==> config.mk <==
export PLATFORM = sky130hd
export DESIGN_NAME = cfg_status_and_class_regs
export DESIGN_NICKNAME = d
export VERILOG_FILES = /design/src/rtl/cfg_regs_pkg.sv /design/src/rtl/wo_reg_if.sv /design/src/rtl/write_once_reg.sv /design/src/rtl/cfg_status_and_class_regs.sv
export SDC_FILE = /design/constraint.sdc
export NUM_CORES = 1
export LEC_CHECK = 0
export ABC_AREA = 1
export BUFFER_PORTS_ARGS = -buffer_cell sky130_fd_sc_hd__buf_4
export CAP_MARGIN = 20
export CORE_ASPECT_RATIO = 0.75
export CORE_MARGIN = 10
export CORE_UTILIZATION = 45
export DETAILED_ROUTE_END_ITERATION = 16
export PLACE_DENSITY = 0.73
export SETUP_SLACK_MARGIN = 0.4
export SYNTH_ARGS = -nofsm -noshare
export SYNTH_HDL_FRONTEND = slang
export SYNTH_SLANG_ARGS = --single-unit
==> constraint.sdc <==
create_clock -name clk -period 0.85 [get_ports clk]
set_input_delay 0.085 -clock clk [delete_from_list [all_inputs] [get_ports clk]]
set_output_delay 0.085 -clock clk [all_outputs]
set_load 0.02 [all_outputs]
==> src/rtl/cfg_regs_pkg.sv <==
// constants for the configuration status and class register bank
// assumes byte-wide configuration access with byte addresses 00h..FFh
package cfg_regs_pkg;

  // bus geometry
  localparam int unsigned ADDR_W = 8;
  localparam int unsigned DATA_W = 8;

  // byte offsets of the mapped locations
  localparam logic [7:0] OFF_STATUS_LO    = 8'h06;
  localparam logic [7:0] OFF_STATUS_HI    = 8'h07;
  localparam logic [7:0] OFF_REVISION     = 8'h08;
  localparam logic [7:0] OFF_CAT_MINOR    = 8'h0A;
  localparam logic [7:0] OFF_CAT_MAJOR    = 8'h0B;
  localparam logic [7:0] OFF_HEADER       = 8'h0E;
  localparam logic [7:0] OFF_VENDOR_TAG_LO = 8'h2C;
  localparam logic [7:0] OFF_VENDOR_TAG_HI = 8'h2D;

  // status word field positions
  localparam int unsigned ST_PARITY_DETECTED  = 15;
  localparam int unsigned ST_SYSTEM_ERROR     = 14;
  localparam int unsigned ST_MASTER_ABORT     = 13;
  localparam int unsigned ST_TARGET_ABORT_RX  = 12;
  localparam int unsigned ST_TARGET_ABORT_TX  = 11;
  localparam int unsigned ST_SEL_TIMING_HI    = 10;
  localparam int unsigned ST_SEL_TIMING_LO    = 9;
  localparam int unsigned ST_MASTER_PARITY    = 8;
  localparam int unsigned ST_BACK_TO_BACK     = 7;
  localparam int unsigned ST_CAP_LIST         = 4;

  // fixed values and values after reset
  localparam logic [15:0] STATUS_RESET       = 16'h0080;
  localparam logic [1:0]  SEL_TIMING_FAST    = 2'h0;
  localparam logic [7:0]  CAT_MINOR_VALUE    = 8'h80;
  localparam logic [7:0]  CAT_MAJOR_VALUE    = 8'h08;
  localparam logic [7:0]  HEADER_MULTI_FUNC  = 8'h80;
  localparam logic [7:0]  HEADER_SINGLE_FUNC = 8'h00;
  localparam logic [15:0] VENDOR_TAG_RESET   = 16'h0000;
  localparam logic [7:0]  UNMAPPED_READ      = 8'h00;

  // pin synchroniser depth and its value after reset (functions enabled)
  localparam int unsigned SYNC_STAGES        = 3;
  localparam logic [2:0]  SYNC_RESET         = 3'h7;

  // registered state of the bank
  typedef struct packed {
    logic [2:0] fn_sync;     // pin synchroniser, [0] is the first stage
    logic       fn_en;       // debounced function-enable level
    logic [7:0] rdata;       // read answer, valid for one cycle
    logic       single_fn;   // header reports a single function
  } cfg_state_t;

endpackage : cfg_regs_pkg

==> src/rtl/wo_reg_if.sv <==
// carrier between the bank and one write-once byte store
// assumes both ends share clk and resetn
`timescale 1ns/1ps
interface wo_reg_if #(
  parameter int unsigned WIDTH = 8
);
  logic             wr_en;   // one-cycle write request
  logic [WIDTH-1:0] wdata;   // data offered with wr_en
  logic [WIDTH-1:0] value;   // stored value
  logic             locked;  // first write has happened

  modport owner (output wr_en, output wdata, input value, input locked);
  modport store (input wr_en, input wdata, output value, output locked);
endinterface : wo_reg_if

==> src/rtl/write_once_reg.sv <==
// one write-once storage byte: the first write lands, later ones are dropped
// assumes wr_en is a one-cycle pulse on clk; lock holds until resetn
`timescale 1ns/1ps
module write_once_reg
  import cfg_regs_pkg::*;
#(
  parameter int unsigned    WIDTH       = 8,
  parameter logic [WIDTH-1:0] RESET_VALUE = '0
) (
  input  wire logic clk,
  input  wire logic resetn,
  wo_reg_if.store   port
);

  typedef struct packed {
    logic [WIDTH-1:0] value;
    logic             locked;
  } wo_state_t;

  wo_state_t state_q;
  wo_state_t state_d;

  // accept only while unlocked; the accepting write also sets the lock
  always_comb begin
    state_d = state_q;
    if (port.wr_en && !state_q.locked) begin
      state_d.value  = port.wdata;
      state_d.locked = 1'b1;
    end
  end

  // lock clears only on reset, never by software
  always_ff @(posedge clk or negedge resetn) begin
    if (!resetn) begin
      state_q.value  <= RESET_VALUE;
      state_q.locked <= 1'b0;
    end else begin
      state_q <= state_d;
    end
  end

  assign port.value  = state_q.value;
  assign port.locked = state_q.locked;

endmodule : write_once_reg

==> src/rtl/cfg_status_and_class_regs.sv <==
// configuration header bank: status word, revision, class codes,
// header layout and the write-once board vendor tag
// assumes a byte-wide configuration port on clk; the function-enable
// level arrives asynchronously from a pin or strap
//
// How it works
// - error status bits 15,14,13,12,11 and 8 read zero; writes dropped
// - select timing field 10:9 always reads 00; writes leave it alone
// - status bit 7 reads one for back-to-back capability; writes dropped
// - status bit 4 reads zero: no capability list offered
// - status word reads 0080h from reset onward
// - all status bits read-only; bit 14 write-clear but still reads zero
// - eight-bit revision byte is read-only; writes to it are discarded
// - minor category byte always reads 80h
// - major category byte always reads 08h
// - header byte reads 80 while the further functions are enabled
// - header byte reads 00 when only function zero remains enabled
// - header derived from enable state, no storage, no access side effects
// - each vendor tag byte takes its own first write, then stays read-only until reset
// - vendor tag reads 0000h after reset until written
`timescale 1ns/1ps
module cfg_status_and_class_regs
  import cfg_regs_pkg::*;
#(
  parameter logic [7:0] REVISION_VALUE = 8'h5A  // arbitrary value
) (
  input  wire logic              clk,
  input  wire logic              resetn,
  input  wire logic [ADDR_W-1:0] addr,
  input  wire logic [DATA_W-1:0] wdata,
  input  wire logic              wr,
  input  wire logic              rd,
  output logic      [DATA_W-1:0] rdata,
  input  wire logic              other_functions_en,
  output logic      [15:0]       board_vendor_tag,
  output logic                   vendor_tag_lo_locked,
  output logic                   vendor_tag_hi_locked,
  output logic                   single_function
);

  cfg_state_t state_q;
  cfg_state_t state_d;

  // carriers to the two write-once bytes of the vendor tag
  wo_reg_if #(.WIDTH(8)) tag_lo ();
  wo_reg_if #(.WIDTH(8)) tag_hi ();

  // status word assembled from constants; nothing here is stored
  logic [15:0] pci_status_word;
  logic        parity_detected_flag;
  logic        system_error_sent_flag;
  logic        master_abort_seen_flag;
  logic        target_abort_seen_flag;
  logic        target_abort_sent_flag;
  logic [1:0]  select_timing_code;
  logic        master_parity_flag;
  logic        back_to_back_capable;
  logic        capability_list_present;

  // per-location decode of the current address
  logic        hit_status_lo;
  logic        hit_status_hi;
  logic        hit_revision;
  logic        hit_cat_minor;
  logic        hit_cat_major;
  logic        hit_header;
  logic        hit_tag_lo;
  logic        hit_tag_hi;

  // byte views and derived header value
  logic [7:0]  silicon_revision;
  logic [7:0]  function_category_minor;
  logic [7:0]  function_category_major;
  logic [7:0]  header_layout;
  logic [7:0]  read_mux;

  // bit-14 write-one-to-clear request; kept visible but has no target
  logic        sse_clear_req;

  // no error path exists in this function, so every error flag is tied low
  always_comb begin
    parity_detected_flag    = 1'b0;
    system_error_sent_flag  = 1'b0;
    master_abort_seen_flag  = 1'b0;
    target_abort_seen_flag  = 1'b0;
    target_abort_sent_flag  = 1'b0;
    master_parity_flag      = 1'b0;
    select_timing_code      = SEL_TIMING_FAST;
    back_to_back_capable    = 1'b1;
    capability_list_present = 1'b0;
  end

  // pack the status word; reserved positions stay zero
  always_comb begin
    pci_status_word                      = '0;
    pci_status_word[ST_PARITY_DETECTED]  = parity_detected_flag;
    pci_status_word[ST_SYSTEM_ERROR]     = system_error_sent_flag;
    pci_status_word[ST_MASTER_ABORT]     = master_abort_seen_flag;
    pci_status_word[ST_TARGET_ABORT_RX]  = target_abort_seen_flag;
    pci_status_word[ST_TARGET_ABORT_TX]  = target_abort_sent_flag;
    pci_status_word[ST_SEL_TIMING_HI]    = select_timing_code[1];
    pci_status_word[ST_SEL_TIMING_LO]    = select_timing_code[0];
    pci_status_word[ST_MASTER_PARITY]    = master_parity_flag;
    pci_status_word[ST_BACK_TO_BACK]     = back_to_back_capable;
    pci_status_word[ST_CAP_LIST]         = capability_list_present;
  end

  // fixed identity and class bytes
  always_comb begin
    silicon_revision        = REVISION_VALUE;
    function_category_minor = CAT_MINOR_VALUE;
    function_category_major = CAT_MAJOR_VALUE;
  end

  // header follows the debounced enable level with no storage of its own;
  // decoding it cannot disturb anything, so reads and writes are harmless
  always_comb begin
    if (state_q.fn_en) begin
      header_layout = HEADER_MULTI_FUNC;
    end else begin
      header_layout = HEADER_SINGLE_FUNC;
    end
  end

  // address decode, one hit per mapped byte
  always_comb begin
    hit_status_lo = (addr == OFF_STATUS_LO);
    hit_status_hi = (addr == OFF_STATUS_HI);
    hit_revision  = (addr == OFF_REVISION);
    hit_cat_minor = (addr == OFF_CAT_MINOR);
    hit_cat_major = (addr == OFF_CAT_MAJOR);
    hit_header    = (addr == OFF_HEADER);
    hit_tag_lo    = (addr == OFF_VENDOR_TAG_LO);
    hit_tag_hi    = (addr == OFF_VENDOR_TAG_HI);
  end

  // writes: only the vendor tag bytes accept data; every other mapped
  // byte is read-only and a write there changes nothing
  always_comb begin
    tag_lo.wr_en = wr && hit_tag_lo;
    tag_hi.wr_en = wr && hit_tag_hi;
    tag_lo.wdata = wdata;
    tag_hi.wdata = wdata;
  end

  // a one written to bit 14 would clear it, but the bit is tied low, so the
  // request is decoded and deliberately goes nowhere
  always_comb begin
    sse_clear_req = wr && hit_status_hi && wdata[ST_SYSTEM_ERROR - 8];
  end

  // read multiplexer; unmapped bytes read zero
  always_comb begin
    read_mux = UNMAPPED_READ;
    if (hit_status_lo) begin
      read_mux = pci_status_word[7:0];
    end else if (hit_status_hi) begin
      read_mux = pci_status_word[15:8];
    end else if (hit_revision) begin
      read_mux = silicon_revision;
    end else if (hit_cat_minor) begin
      read_mux = function_category_minor;
    end else if (hit_cat_major) begin
      read_mux = function_category_major;
    end else if (hit_header) begin
      read_mux = header_layout;
    end else if (hit_tag_lo) begin
      read_mux = tag_lo.value;
    end else if (hit_tag_hi) begin
      read_mux = tag_hi.value;
    end
  end

  // next state: synchroniser, debounce, read answer
  always_comb begin
    state_d = state_q;
    // shift the pin through three stages; stage 0 feeds only stage 1
    state_d.fn_sync = {state_q.fn_sync[1:0], other_functions_en};
    // a change counts once the second and third stages agree
    if (state_q.fn_sync[1] == state_q.fn_sync[2]) begin
      state_d.fn_en = state_q.fn_sync[2];
    end
    state_d.single_fn = !state_d.fn_en;
    // read data stand only in the cycle after the strobe
    if (rd) begin
      state_d.rdata = read_mux;
    end else begin
      state_d.rdata = '0;
    end
  end

  // bank state except the vendor tag bytes in one register; the enable defaults to the multi
  // function view so the header reads 80h from reset
  always_ff @(posedge clk or negedge resetn) begin
    if (!resetn) begin
      state_q.fn_sync   <= SYNC_RESET;
      state_q.fn_en     <= 1'b1;
      state_q.rdata     <= '0;
      state_q.single_fn <= 1'b0;
    end else begin
      state_q <= state_d;
    end
  end

  // low byte of the board vendor tag
  write_once_reg #(
    .WIDTH       (8),
    .RESET_VALUE (VENDOR_TAG_RESET[7:0])
  ) u_tag_lo (
    .clk    (clk),
    .resetn (resetn),
    .port   (tag_lo)
  );

  // high byte of the board vendor tag, locks on its own first write
  write_once_reg #(
    .WIDTH       (8),
    .RESET_VALUE (VENDOR_TAG_RESET[15:8])
  ) u_tag_hi (
    .clk    (clk),
    .resetn (resetn),
    .port   (tag_hi)
  );

  // outputs come straight from flip-flops here or in the byte stores
  assign rdata                = state_q.rdata;
  assign single_function      = state_q.single_fn;
  assign board_vendor_tag     = {tag_hi.value, tag_lo.value};
  assign vendor_tag_lo_locked = tag_lo.locked;
  assign vendor_tag_hi_locked = tag_hi.locked;

endmodule : cfg_status_and_class_regs

# Word level (Yosys, flattened, before mapping)
# Cells that the tools add are included.
# W data, S select, Z words.
[op_classes] add_sub_neg=0 n_mul=0 div_mod_pow=0 order_cmp=0 n_eq_ne=9 shifts=0 muxes=11 bitwise_logic=0 n_reduce_logical=7
[op_table] operator="$mux W8" n=10
[op_table] operator="$eq A8 B4 Y1 const B" n=4
[op_table] operator="$eq A8 B3 Y1 const B" n=2
[op_table] operator="$eq A8 B6 Y1 const B" n=2
[op_table] operator="$logic_and A1 B1 Y1" n=4
[op_table] operator="$logic_not A1 Y1" n=3
[op_table] operator="$eq A1 B1 Y1" n=1
[op_table] operator="$mux W1" n=1
[totals] reg_bits=31 latchBits=0 ram_bits=0 mem_bits_ro=0 in_bits=21 output_inout_bits=27 word_cells=35 n_memories=0

# Depth between registers and ports, before layout
# Gate-level depths: netlist of the first run.
[logic_depth] word_depth=10 depth_mapped=9 ltp_nobuf=8

# By module
# A second synthesis of the first run with hierarchy kept.
[hier_totals] cells_unflattened=178 area_unflattened_um2=1496.4
[modules_own_cells] module="cfg_status_and_class_regs" n_inst=1 cells_each=104 area_per_inst_um2=785.8 seq_area_each_um2=330.3
[modules_own_cells] module="write_once_reg" n_inst=2 cells_each=37 area_per_inst_um2=355.3 seq_area_each_um2=225.2

# Worst setup path before layout of the first run
# No wires, ideal clock.
[synth_path] path_kind="input to register" start="in addr[4]" end="reg, netlist name u_tag_lo.port.value[6]" arrival_ps=958 path_slack_ps=-226 stages=9 n_path_buf=2 cell_sequence="inv_1 > nand2_1 > nor2_2 > and2_1 > buf_6 > nand3_4 > buf_6 > nand2_1 > o21ai_2"
[synth_via] elab_chain_cells=3
[synth_lines] item="from (decl)" line="cfg_status_and_class_regs.sv:29" rtl="input wire logic [ADDR_W-1:0] addr,"
[synth_lines] item="$eq A8 B6 Y1" line="cfg_status_and_class_regs.sv:133" rtl="hit_tag_lo = (addr == OFF_VENDOR_TAG_LO);"
[synth_lines] item="$logic_and A1 B1 Y1" line="cfg_status_and_class_regs.sv:140" rtl="tag_lo.wr_en = wr && hit_tag_lo;"
[synth_lines] item="$logic_and A1 B1 Y1" line="write_once_reg.sv:26" rtl="if (port.wr_en && !state_q.locked) begin"
# Every way passes these cells.
# A chain may end at the register's enable or synchronous reset.

==> flow_summary.yaml, run 1 <==
outcome:
  status: "finished with violations"
  violations: "negative hold slack, negative setup slack"
floorplanning:
  die_w_um: 86.0
  start_util_pct: 48.3
  die_y_um: 69.5
  ios: 48
  die-area_um2: 5970
  rows: 17
  coreArea_um2: 3040
yosys:
  synthTopCellsByArea: "dfrtp_1, nand2_1, o21ai_2"
  syn_area_um2: 1470
  synth_cells: 159
  synth_cell_types: 17
  syn-num-nets: 180
  yosysSeqAreaShare_pct: 53.2
  ys_ff_latch: 31
  avgSynthCellArea_um2: 9.24
  synth_top_area_cell: "dfrtp_1"
  synth.top_cell.area_share_pct: 46.0
  yosys_warnings: 0
cts:
  cts_made_buffers: 5
  cts_max_path_buffers: 2
  root_buffer: "clkbuf_8"
  htreeDepth: 2
  path_clk_slew_ns: 0.07
  cts_tree: "yes"
  cts_sinks: 31
  clkLatencyLatePin_ns: 0.28
finish:
  seq_area_um2: 803
  n_fill_cell: 135
  diodes: 0
  drive_gt1_share_pct: 74.9
  num-nets-final: 267
  mostFrequentLayoutCells: "buf_6, buf_4, nand2_1"
  areaGrowthSynthToFinish_pct: 81.7
  multi_input_area_um2: 713
  layout_commonest_cell: "buf_6"
routing:
  wl_per_cell_um: 21.1
  wirelength_um: 6030
  dr.pass1.iters: 4
  drc: 0
  vias: 1580
  drt_iter0_drc: 194
  drtAntennaViolNets: 0
  via_per_inst: 5.54
power:
  ir_worst_vdd_uv: 1370
  cellLeakagePower_nw: 1.40
  powerDensity_nw_per_um2: 1130
critical_path:
  worst-setup-path-type: "reg -> reg"
  path_common_cell: "nor2_1"
  cp_slowest_cell: "dfrtp_2"
  cp.arrival_ns: 1.26
  slowest_delay_ns: 0.41
  worstPathRequired_ns: 1.01
  ff2ff_setup_slack_ns: -0.26
  critPathBufInv: 1
  cp_max_fo: 2
  cp_top_family: "simple AND/OR/NAND/NOR gates"
  path_cells: "buf_4, nand3_2, nand4_1, nor2_1, nor2_1"
  worst_setup_path_start_kind: "register"
  critPathCaptureType: "register"
timing:
  hold_ws_ns: -0.271
  fin_setup_tns_ns: -5.42
  tightest_slew_ns: 0.386
  fin_crit_ns: 1.11
  hold_violations: 28
  rsz0062_at_grt: "true"
  finClkSkew_ns: 0.00521
  slew_violations: 0
  setup_violations: 53
  worst_slack_ns: -0.259
  period_share_pct: 130
  fmax_mhz: 902
  relSlewSlack_pct: 74.3
placed_design:
  port_buffers: 47
  hpwl_um: 2900
  gp_congestion: 0.794
  place_ws_ns: -0.412
global_routing:
  grt_max_degree: 32
  grt_pass1_vias: 1662
  grt_pass1_wl_um: 8520
  antenna_found_initial: 0
  grt_overflow_total: 0
  track_usage_pct: 17.8
run:
  cap_violations: 0
min_path:
  hold_path_class: "in -> async"
==> path summary, 6_finish.rpt <==
check	start	to	cells past startpoint
worst max-delay path	u_tag_hi.port.value[7]	rdata[7]	5
worst min-delay path	resetn	u_tag_lo.port.value[1]	1
worst max register to register	u_tag_hi.port.value[7]	rdata[7]	5
worst min register to register	state_d[11]	state_d[12]	0
max in group asynchronous	resetn	state_q[12]	1
min in group clk	other_functions_en	state_d[11]	1
==> through the flow <==
stage	utilization (%)	cells	instance area (um^2)	total power, W
floorplan	-	159	1590	0.00163
global placement	65.0	249	1980	0.00179
detailed placement	65.0	249	1980	0.00180
CTS	83.9	279	2550	0.00298
global route	87.7	285	2670	0.00311
finish	87.7	285	2670	0.00301
==> report_power, final <==
| part | switching (W) | internal (W) |
|---|---|---|
| combinational | 0.000185 | 0.000138 |
| clock | 0.000516 | 0.000652 |
| sequential | 0.0000169 | 0.00150 |
| total | 0.000717 | 0.00229 |
==> cells in the mapped netlist <==
cell and number:
and2_1 2, dfrtp_1 27, nor3_1 1, nand3_1 9, inv_2 2, o21ai_2 16, nor2_2 2, buf_6 4
nand2_2 2, buf_4 8, inv_1 22, nand3_4 2, nand2_1 41, dfstp_2 4, a21oi_1 4, nand4_1 3
nor2_1 10
==> final cells by class <==
type                    count  area share [%]
clock buffers               7            3.23
clock inverters             1           0.188
inverters                  24            4.88
multi-input cells          96            26.7
flip-flops and latches     31            30.1
well taps                  38            1.78
repair buffers             88            33.1
==> registers in the layout (all words and copies together) (netlist names) <==
register,cells
u_tag_hi.port.locked,1
state_d,2
single_function,1
u_tag_lo.port.value,8
u_tag_lo.port.locked,1
rdata,8
state_q,2
u_tag_hi.port.value,8
==> per-layer routing <==
metal  global-route usage (%)  wire length [um]  vias up
met5                        0                 0        -
met4                     7.25               347        0
met3                     6.56               633       39
met2                     30.5              2960      107
met1                     19.0              2090      763
li1                         -                 -      671
==> cell families (layout without fill, tap and decap cells) <==
group | Yosys count | after routing | share of synthesized area [%]
buffers and inverters | 36 | 120 | 13.3
DFF | 31 | 31 | 53.2
and+or+nand+nor | 72 | 76 | 22.7
AOI/OAI and AO/OA | 20 | 20 | 10.9
==> worst reg2reg max path, stage by stage (launching register included) <==
cell and delay, ns:
dfrtp_2 0.41, buf_4 0.14, nand3_2 0.07, nand4_1 0.12, nor2_1 0.19, nor2_1 0.06
==> repair_timing <==
item / in CTS / in global routing
gates resized for setup: 84 / 17
endpoints found under the hold margin: 28 / 28
setup endpoints to repair: 57 / 57
pin swaps: 32 / 21
buffers inserted: 19 / 5
gates cloned: 3 / 1
No activity file was read; power rests on OpenSTA's default activity.
==> run 2, diff against run 1 <==
--- a/config.mk
+++ b/config.mk
@@ -10,10 +10,12 @@
 export CAP_MARGIN = 20
 export CORE_ASPECT_RATIO = 0.75
 export CORE_MARGIN = 10
-export CORE_UTILIZATION = 45
+export CORE_UTILIZATION = 47
+export CTS_BUF_LIST = sky130_fd_sc_hd__clkbuf_4
 export DETAILED_ROUTE_END_ITERATION = 16
-export PLACE_DENSITY = 0.73
+export PLACE_DENSITY = 0.76
 export SETUP_SLACK_MARGIN = 0.4
+export SLEW_MARGIN = 20
 export SYNTH_ARGS = -nofsm -noshare
 export SYNTH_HDL_FRONTEND = slang
 export SYNTH_SLANG_ARGS = --single-unit
==> run 2 against run 1 <==
The run still ends with negative hold slack, negative setup slack left. Via count up 2.3%. Register-to-register slack barely moved. First-iteration DRC count down 30%. Combinational power is 3% lower. Cell area shrank 0.61%. Sequential power barely moved. Clock power shrank 17%. Final cell count grew 0.35%. Global-route usage increased by 2.4 points. Largest cell class unchanged. Clock skew grew 0.025 ns. Sequential share of layout area increased by 0.18 points.
==> flow_summary.yaml, run 2 (synthesis results as in run 1) <==
outcome:
  status: "finished with violations"
  violations: "negative hold slack, negative setup slack"
floorplanning:
  ios: 48
  coreArea_um2: 2980
  die_y_um: 68.4
  die_w_um: 84.6
  start_util_pct: 49.3
  die-area_um2: 5780
  rows: 17
cts:
  root_buffer: "clkbuf_4"
  cts_made_buffers: 5
  cts_tree: "yes"
  cts_max_path_buffers: 2
  htreeDepth: 2
  clkLatencyLatePin_ns: 0.37
  cts_sinks: 31
  path_clk_slew_ns: 0.14
critical_path:
  worstPathRequired_ns: 0.76
  critPathCaptureType: "primary output"
  worst-setup-path-type: "reg -> out"
  cp_max_fo: 2
  worst_setup_path_start_kind: "register"
  cp.arrival_ns: 1.05
finish:
  num-nets-final: 268
  largestRegisters: "rdata x8, u_tag_hi.port.value x8, u_tag_lo.port.value x8"
  mostFrequentLayoutCells: "buf_6, buf_4, nand2_2"
  n_fill_cell: 118
  drive_gt1_share_pct: 78.2
  areaGrowthSynthToFinish_pct: 80.6
  diodes: 0
  stdcell_count: 286
  final_util_pct: 89.1
  layout_commonest_cell: "buf_6"
global_routing:
  met3_usage_pct: 8.19
  grt_pass1_vias: 1845
  gr-max-usage-layer: "met2"
  grt_max_degree: 32
  grt_pass1_wl_um: 9080
  gr-usage-met1_pct: 19.7
  globalRouteMet2Util_pct: 35.1
  grt_overflow_total: 0
  track_usage_pct: 20.2
  antenna_found_initial: 0
placed_design:
  gp_congestion: 0.791
  place_inst: 248
  port_buffers: 47
  hpwl_um: 2920
routing:
  vias: 1617
  drc: 0
  wirelength_um: 6580
  via_per_inst: 5.65
  drtAntennaViolNets: 0
  drt_iter0_drc: 136
  wl_per_cell_um: 23.0
  dr.pass1.iters: 7
timing:
  fin_setup_tns_ns: -8.56
  tightest_slew_ns: 0.383
  hold_ws_ns: -0.389
  setup_violations: 55
  slew_violations: 0
  period_share_pct: 133
  fmax_mhz: 885
  hold_violations: 34
  finClkSkew_ns: 0.0306
  fin_crit_ns: 1.13
  relSlewSlack_pct: 74.5
  worst_slack_ns: -0.280
  rsz0062_at_grt: "true"
run:
  cap_violations: 0
power:
  p_total_w: 0.00280
  powerDensity_nw_per_um2: 1060
  cellLeakagePower_nw: 1.36
  ir_worst_vdd_uv: 1390
min_path:
  hold_path_class: "in -> async"
run 2: metrics by stage:
stage	setup WS (ns)	cell area (um^2)	hold slack (ns)
after floorplan	-0.158	1590	-0.211
after global placement	-0.342	1970	0.0244
after detailed placement	-0.389	1970	0.0335
after CTS	-0.240	2520	-0.338
after global routing	-0.300	2650	-0.347
final	-0.280	2650	-0.389
run 2: final cells by class:
class | instances | area [um^2] | share of cell area [%]
repair buffers | 89 | 868 | 32.7
multi-input cells | 96 | 736 | 27.7
clock buffers | 7 | 52.6 | 1.98
inverters | 24 | 140 | 5.28
flip-flops and latches | 31 | 803 | 30.3
clock inverters | 1 | 5.00 | 0.189
well taps | 38 | 47.5 | 1.79
run 2: final timing paths:
| check | cells past startpoint | slack (ns) | from | end |
|---|---|---|---|---|
| setup reg to reg | 4 | -0.27 | u_tag_hi.port.locked | u_tag_hi.port.value[7] |
| max in group asynchronous | 1 | 0.88 | resetn | state_q[9] |
| hold reg to reg | 0 | 0.37 | state_d[11] | state_d[12] |
| min in group clk | 1 | -0.15 | other_functions_en | state_d[11] |
| hold / removal | 1 | -0.39 | resetn | rdata[5] |
| setup / recovery | 2 | -0.28 | u_tag_hi.port.locked | vendor_tag_hi_locked |
run 2: critical path, stage by stage, from the launching register on:
cell     delay, ns
dfrtp_2       0.44
buf_6         0.12
buf_6         0.12
run 2: report_power, final:
| part | switching [W] | leakage [nW] | internal, W | total (W) |
|---|---|---|---|---|
| Combinational | 0.000186 | 0.945 | 0.000125 | 0.000311 |
| Clock | 0.000585 | 0.0361 | 0.000386 | 0.000972 |
| Sequential | 0.0000159 | 0.379 | 0.00150 | 0.00152 |
| Total | 0.000788 | 1.36 | 0.00201 | 0.00280 |
run 2: repair_timing:
item | 4_1_cts | 5_1_grt
cloned | 4 | 0
setup endpoints to repair | 57 | 57
setup buffers | 19 | 7
resized for setup | 79 | 24
endpoints found under the hold margin | 35 | 31
pin swaps | 29 | 17
run 2: metal layers:
metal,vias up,wire [um]
met5,-,0
met4,0,436
met3,49,680
met2,110,3100
met1,786,2370
li1,672,-
